`src/inc/flash_regs.vh`:
```
/*
 * register offsets and field positions for the torch, fault flag and
 * identity/soft-reset registers, and the torch reset value.
 * assumes nothing beyond a verilog-2005 preprocessor.
 */
`ifndef FLASH_REGS_VH
`define FLASH_REGS_VH

`define TORCH_OFFSET 8'h04
`define FLAGS_OFFSET 8'h05
`define IDENT_OFFSET 8'h06

`define TORCH_RESET 7'h00
`define TORCH_CODE_MSB 6

`define FLAG_INPUT_MONITOR 6
`define FLAG_SHORT 5
`define FLAG_SCALEBACK 3
`define FLAG_SHUTDOWN 2
`define FLAG_UNDERVOLTAGE 1
`define FLAG_TIMEOUT 0
`define FLAG_LIVE_MASK 8'h6f

`define IDENT_SOFT_RESET 7
`define IDENT_TX_ENABLE 6
`define IDENT_ID_LSB 3
`define IDENT_TX_FLAG 2

`endif

```
`src/verilog/flash_status_regs.v`:
```
/*
 * torch brightness, fault flag and identity/soft-reset registers of the
 * flash driver, reached through a byte-wide register port that the serial
 * slave drives (one-cycle write and read strobes, address, data).
 * assumes the serial slave and the analog circuits sit outside, all
 * inputs synchronous to ref_clk; fault inputs are one-cycle or level trips.
 */
//
// Contract
// - torch code is bits 6:0; bit 7 reserved, reads zero.
// - torch code resets to zero, the 2.4 mA step.
// - torch code maps monotonically onto current; code passed straight out.
// - flag bits: 6 monitor, 5 short, 3 scaleback, 2 shutdown, 1 uvlo, 0 timeout.
// - writing one to identity bit 7 resets the whole device.
// - identity bit 6 enables transmit sync; bit 2 shows transmit mode.
// - identity bits 5:3 fixed device id, bits 1:0 revision.
// - reading flags clears them; shutdown holds standby until flags read.
`timescale 1ns/10ps
`include "flash_regs.vh"

module flash_status_regs #(
    parameter [2:0] DEVICE_ID = 3'h3, // arbitrary value
    parameter [1:0] REVISION = 2'h2 // arbitrary value
) (
    // clock and reset
    input wire ref_clk,
    input wire rst_n,
    // register port from the serial slave
    input wire [7:0] reg_addr,
    input wire [7:0] reg_wdata,
    input wire reg_write,
    input wire reg_read,
    output reg [7:0] reg_rdata,
    // trips from the protection circuits, and transmit mode status
    input wire input_monitor_trip,
    input wire short_trip,
    input wire thermal_scaleback_trip,
    input wire thermal_shutdown_trip,
    input wire undervoltage_trip,
    input wire timeout_trip,
    input wire tx_mode_active,
    // to the current source and core
    output reg [6:0] torch_level_code,
    output reg tx_sync_enable,
    output reg shutdown_standby,
    output reg soft_reset_pulse
);

    reg [6:0] torch_reg;
    reg [7:0] flags_reg;
    reg tx_en_reg;
    reg soft_reset_reg;
    reg [7:0] flags_next;
    reg [7:0] rdata_next;
    wire [7:0] trips;
    wire flags_read;
    wire soft_reset_write;

    assign trips = {1'b0, input_monitor_trip, short_trip, 1'b0, thermal_scaleback_trip,
                    thermal_shutdown_trip, undervoltage_trip, timeout_trip} & `FLAG_LIVE_MASK;
    assign flags_read = reg_read && (reg_addr == `FLAGS_OFFSET);
    assign soft_reset_write = reg_write && (reg_addr == `IDENT_OFFSET) && reg_wdata[`IDENT_SOFT_RESET];

    // a trip in the same cycle as the clearing read survives
    always @*
    begin
        flags_next = flags_reg;
        if (flags_read)
            flags_next = 8'h00;
        flags_next = flags_next | trips;
    end

    always @*
    begin
        case (reg_addr)
            `TORCH_OFFSET: rdata_next = {1'b0, torch_reg};
            `FLAGS_OFFSET: rdata_next = flags_reg;
            `IDENT_OFFSET: rdata_next = {1'b0, tx_en_reg, DEVICE_ID, tx_mode_active, REVISION};
            default: rdata_next = 8'h00;
        endcase
    end

    // soft reset takes a cycle to land so the write itself completes first
    always @(posedge ref_clk or negedge rst_n)
    begin
        if (!rst_n)
        begin
            torch_reg <= `TORCH_RESET;
            flags_reg <= 8'h00;
            tx_en_reg <= 1'b0;
            soft_reset_reg <= 1'b0;
            reg_rdata <= 8'h00;
        end
        else if (soft_reset_reg)
        begin
            torch_reg <= `TORCH_RESET;
            flags_reg <= 8'h00;
            tx_en_reg <= 1'b0;
            soft_reset_reg <= 1'b0;
            reg_rdata <= 8'h00;
        end
        else
        begin
            soft_reset_reg <= soft_reset_write;
            flags_reg <= flags_next;
            if (reg_read)
                reg_rdata <= rdata_next;
            if (reg_write && reg_addr == `TORCH_OFFSET)
                torch_reg <= reg_wdata[`TORCH_CODE_MSB:0];
            if (reg_write && reg_addr == `IDENT_OFFSET)
                tx_en_reg <= reg_wdata[`IDENT_TX_ENABLE];
        end
    end

    always @(posedge ref_clk or negedge rst_n)
    begin
        if (!rst_n)
        begin
            torch_level_code <= `TORCH_RESET;
            tx_sync_enable <= 1'b0;
            shutdown_standby <= 1'b0;
            soft_reset_pulse <= 1'b0;
        end
        else
        begin
            torch_level_code <= soft_reset_reg ? `TORCH_RESET : torch_reg;
            tx_sync_enable <= soft_reset_reg ? 1'b0 : tx_en_reg;
            shutdown_standby <= soft_reset_reg ? 1'b0 : flags_next[`FLAG_SHUTDOWN];
            soft_reset_pulse <= soft_reset_reg;
        end
    end

endmodule // flash_status_regs
```
`config.mk`:
```
export PLATFORM = sky130hd
export DESIGN_NAME = flash_status_regs
export DESIGN_NICKNAME = d
export VERILOG_FILES = /design/src/verilog/flash_status_regs.v
export VERILOG_INCLUDE_DIRS = /design/src /design/src/inc
export SDC_FILE = /design/constraint.sdc
export NUM_CORES = 1
export LEC_CHECK = 0
export ABC_AREA = 1
export BUFFER_PORTS_ARGS = -buffer_cell sky130_fd_sc_hd__buf_2
export CORE_MARGIN = 2
export CORE_UTILIZATION = 50
export CTS_BUF_LIST = sky130_fd_sc_hd__clkbuf_2 sky130_fd_sc_hd__clkbuf_4 sky130_fd_sc_hd__clkbuf_8
export DETAILED_ROUTE_END_ITERATION = 7
export GPL_TIMING_DRIVEN = 0
export PLACE_DENSITY = 0.75
export SLEW_MARGIN = 5
export SYNTH_ARGS = -nofsm -noshare
export SYNTH_HDL_FRONTEND = slang
export SYNTH_SLANG_ARGS = --single-unit
```
`constraint.sdc`:
```
create_clock -name ref_clk -period 2.4 [get_ports ref_clk]
set_input_delay 0.24 -clock ref_clk [delete_from_list [all_inputs] [get_ports ref_clk]]
set_output_delay 0.24 -clock ref_clk [all_outputs]
set_load 0.005 [all_outputs]
```
==> flow_summary.ini <==
[power_and_ir_drop]
power_density_mw_per_mm2 = 548
power.leakage_nw = 1.02
p_total_w = 0.000980
ir_worst_vdd_v = 0.000524
netSwitchingFraction_pct = 24.9
cellInternalPower_w = 0.000736
p_sw_w = 0.000244
clockPowerShare_pct = 32.4
combPwrFrac_pct = 9.7
seqPwrFrac_pct = 57.9

[logic_synthesis]
synth_top_area_share_pct = 54.9
synth_top_cells_by_count = nand2_1, dfrtp_1, nand3_1, nor2_1, inv_1
ys_seq_elements = 32
syn-cell-area_sq_mm = 0.00146
synth_top_area_cell = dfrtp_1
synth_area_leaders = dfrtp_1, nand2_1, nand3_1
syn_nets = 188
async_flop_share_pct = 100
yosysUniqueCellTypes = 22
synth_warnings = 0
synth_edf_count = 0
syn_inst = 161
synthFlopType = dfrtp_1
ys_seq_area_share_pct = 54.9
synth.avg_cell_area_sq_um = 9.05
yosysMostFrequentCell = nand2_1

[sta]
setup_tns_ns = 0
post-route-period-util_pct = 50.1
setup_viol = 0
worst_pin_slew_ns = 0.665
max_freq_ghz = 0.831
hold_viol = 0
slew_viol_final = 0
post-route-min-period_ns = 1.20
finalWorstSetupSlack_ns = 1.20
rsz0062_at_grt = no
slew_headroom_pct = 55.7
final.setup_skew_ns = 0.00772

[detailed_routing]
post_drt_via_cell_ratio = 5.07
dr.pass1.iters = 4
vias = 1241
drt_iter0_drc = 37
wl_per_cell_microns = 12.0
drc = 0
ant_nets = 0
wl_microns = 2940

[finish]
diodes = 0
multiInputGateArea_sq_um = 546
layout-drive-gt1-share_pct = 34.1
ff_latch_area_sq_um = 801
n_fill_cell = 246
final_nets = 240
syn_to_final_growth_pct = 22.7
largest_register_ffs = 8

[placed_design]
hpwl_microns = 2270
dpl_worst_slack_ns = 1.07
place.gp.congestion = 0.895
numPortBuffers = 44

[run]
maxCapViolations = 0

[min_path]
min_path_type = input pin to flop

[global_route]
grt_pass1_wl_microns = 4880
grt.overflow.total = 0
first_global_vias = 1164
grt_max_degree = 33
antenna_found_initial = 0
track_usage_pct = 19.7

[critical_path]
cp_common_cell = nand2_1
cp_max_fo = 8
cpPeakStageDelay_ns = 0.37
end_kind = flop
worstPathCellList = clkbuf_8 -> nor2_4 -> nor2_1 -> inv_1 -> nor2_2 -> nand2_1 -> nand2_1
slowest_stage = dfrtp_1
critical-path-top-delay-family = simple AND/OR/NAND/NOR gates
setup.worst_path.class = flop to flop
cp-start-kind = flop
crit_buf_inv = 2
cp_data_required_time_ns = 2.67
arrival_ns = 1.48

[outcome]
status = complete, no violations

[floorplan]
die_h_microns = 58.0
num_io_pins = 45
dieArea_sq_mm = 0.00336
rows = 19
start_util_pct = 52.9
die_w_microns = 58.0
coreArea_sq_mm = 0.00276

[cts]
ctsResizeCount = 0
cts_max_level = 2
clk_path_buf_depth = 2
path_clk_slew_ns = 0.09
root_buffer = clkbuf_4
clk_latency_ns = 0.34
hold_buffers = 1
cts_tree = built
post-cts-setup-buffers = 0
clock_sinks = 32
cts_buffers = 5
## worst paths after layout
| path | start | endpoint | slack (ns) | cells past startpoint |
|---|---|---|---|---|
| worst max-delay path | soft_reset_reg | reg_rdata[1] | 1.20 | 7 |
| worst min-delay path | thermal_scaleback_trip | flags_reg[3] | 0.12 | 3 |
| worst max register to register | soft_reset_reg | reg_rdata[1] | 1.20 | 7 |
| worst min register to register | soft_reset_reg | soft_reset_pulse | 0.40 | 0 |
| max in group asynchronous | rst_n | reg_rdata[0] | 1.51 | 2 |
| min in group asynchronous | rst_n | reg_rdata[6] | 0.46 | 2 |
## power by group through the flow
stage / Clock (W) / Sequential [W] / Combinational, W
6_report: 0.000318 / 0.000567 / 0.0000952
3_3_place_gp: 0 / 0.000577 / 0.0000918
5_1_grt: 0.000347 / 0.000568 / 0.000107
4_1_cts: 0.000323 / 0.000567 / 0.0000971
3_5_place_dp: 0 / 0.000577 / 0.0000955
2_1_floorplan: 0 / 0.000576 / 0.0000439
## metrics by stage
stage,util [%],hold slack [ns],cells,area [sq um]
2_1_floorplan,-,-0.0556,161,1460
3_3_place_gp,62.3,0.308,236,1720
3_5_place_dp,62.3,0.318,236,1720
4_1_cts,64.8,0.111,245,1790
5_1_grt,64.8,0.100,245,1790
6_report,64.8,0.121,245,1790
## layer usage
layer	up-vias	global-route usage, %	routed length (microns)
li1	613	-	-
met1	575	23.3	1200
met2	49	32.3	1510
met3	4	6.92	204
met4	0	8.97	31
met5	-	0	0
## cell families (layout without fill, tap and decap cells)
logic type      after synthesis  after routing  share of synthesized area, %
simple gates                 94             94                          32.4
flops                        32             32                          54.9
buf+inv                      23             76                          7.64
compound gates               12             12                          5.06
## cells in the final DEF, fill, tap and decap left out
cell type,instances
clkbuf_1,1
o21ai_1,1
buf_2,44
clkinv_2,2
nor2_1,16
inv_2,3
a21oi_2,1
nor2_2,2
o211ai_1,1
inv_1,15
dlygate4sd3_1,1
nor2_4,3
nor2_8,2
nand2_1,39
clkinv_1,1
clkbuf_4,5
dfrtp_1,32
nand3_1,26
nand2_2,3
nor3b_1,1
clkbuf_8,2
o21ai_0,1
buf_6,2
o21ai_2,2
a21oi_1,6
nand2_4,2
## worst reg2reg max path, stage by stage, from the launching register on
cell,delay (ns)
dfrtp_1,0.37
clkbuf_8,0.17
nor2_4,0.07
nor2_1,0.12
inv_1,0.06
nor2_2,0.20
nand2_1,0.09
nand2_1,0.07
## cell type report
class                           count  share of cell area [%]
Buffer                              4                    2.24
Clock buffer                        6                    2.87
Clock inverter                      2                   0.560
Inverter                           19                    3.99
Multi-Input combinational cell    106                    30.5
Sequential cell                    32                    44.8
Tap cell                           31                    2.17
Timing Repair Buffer               45                    12.9
(Power assumes the default switching activity.)
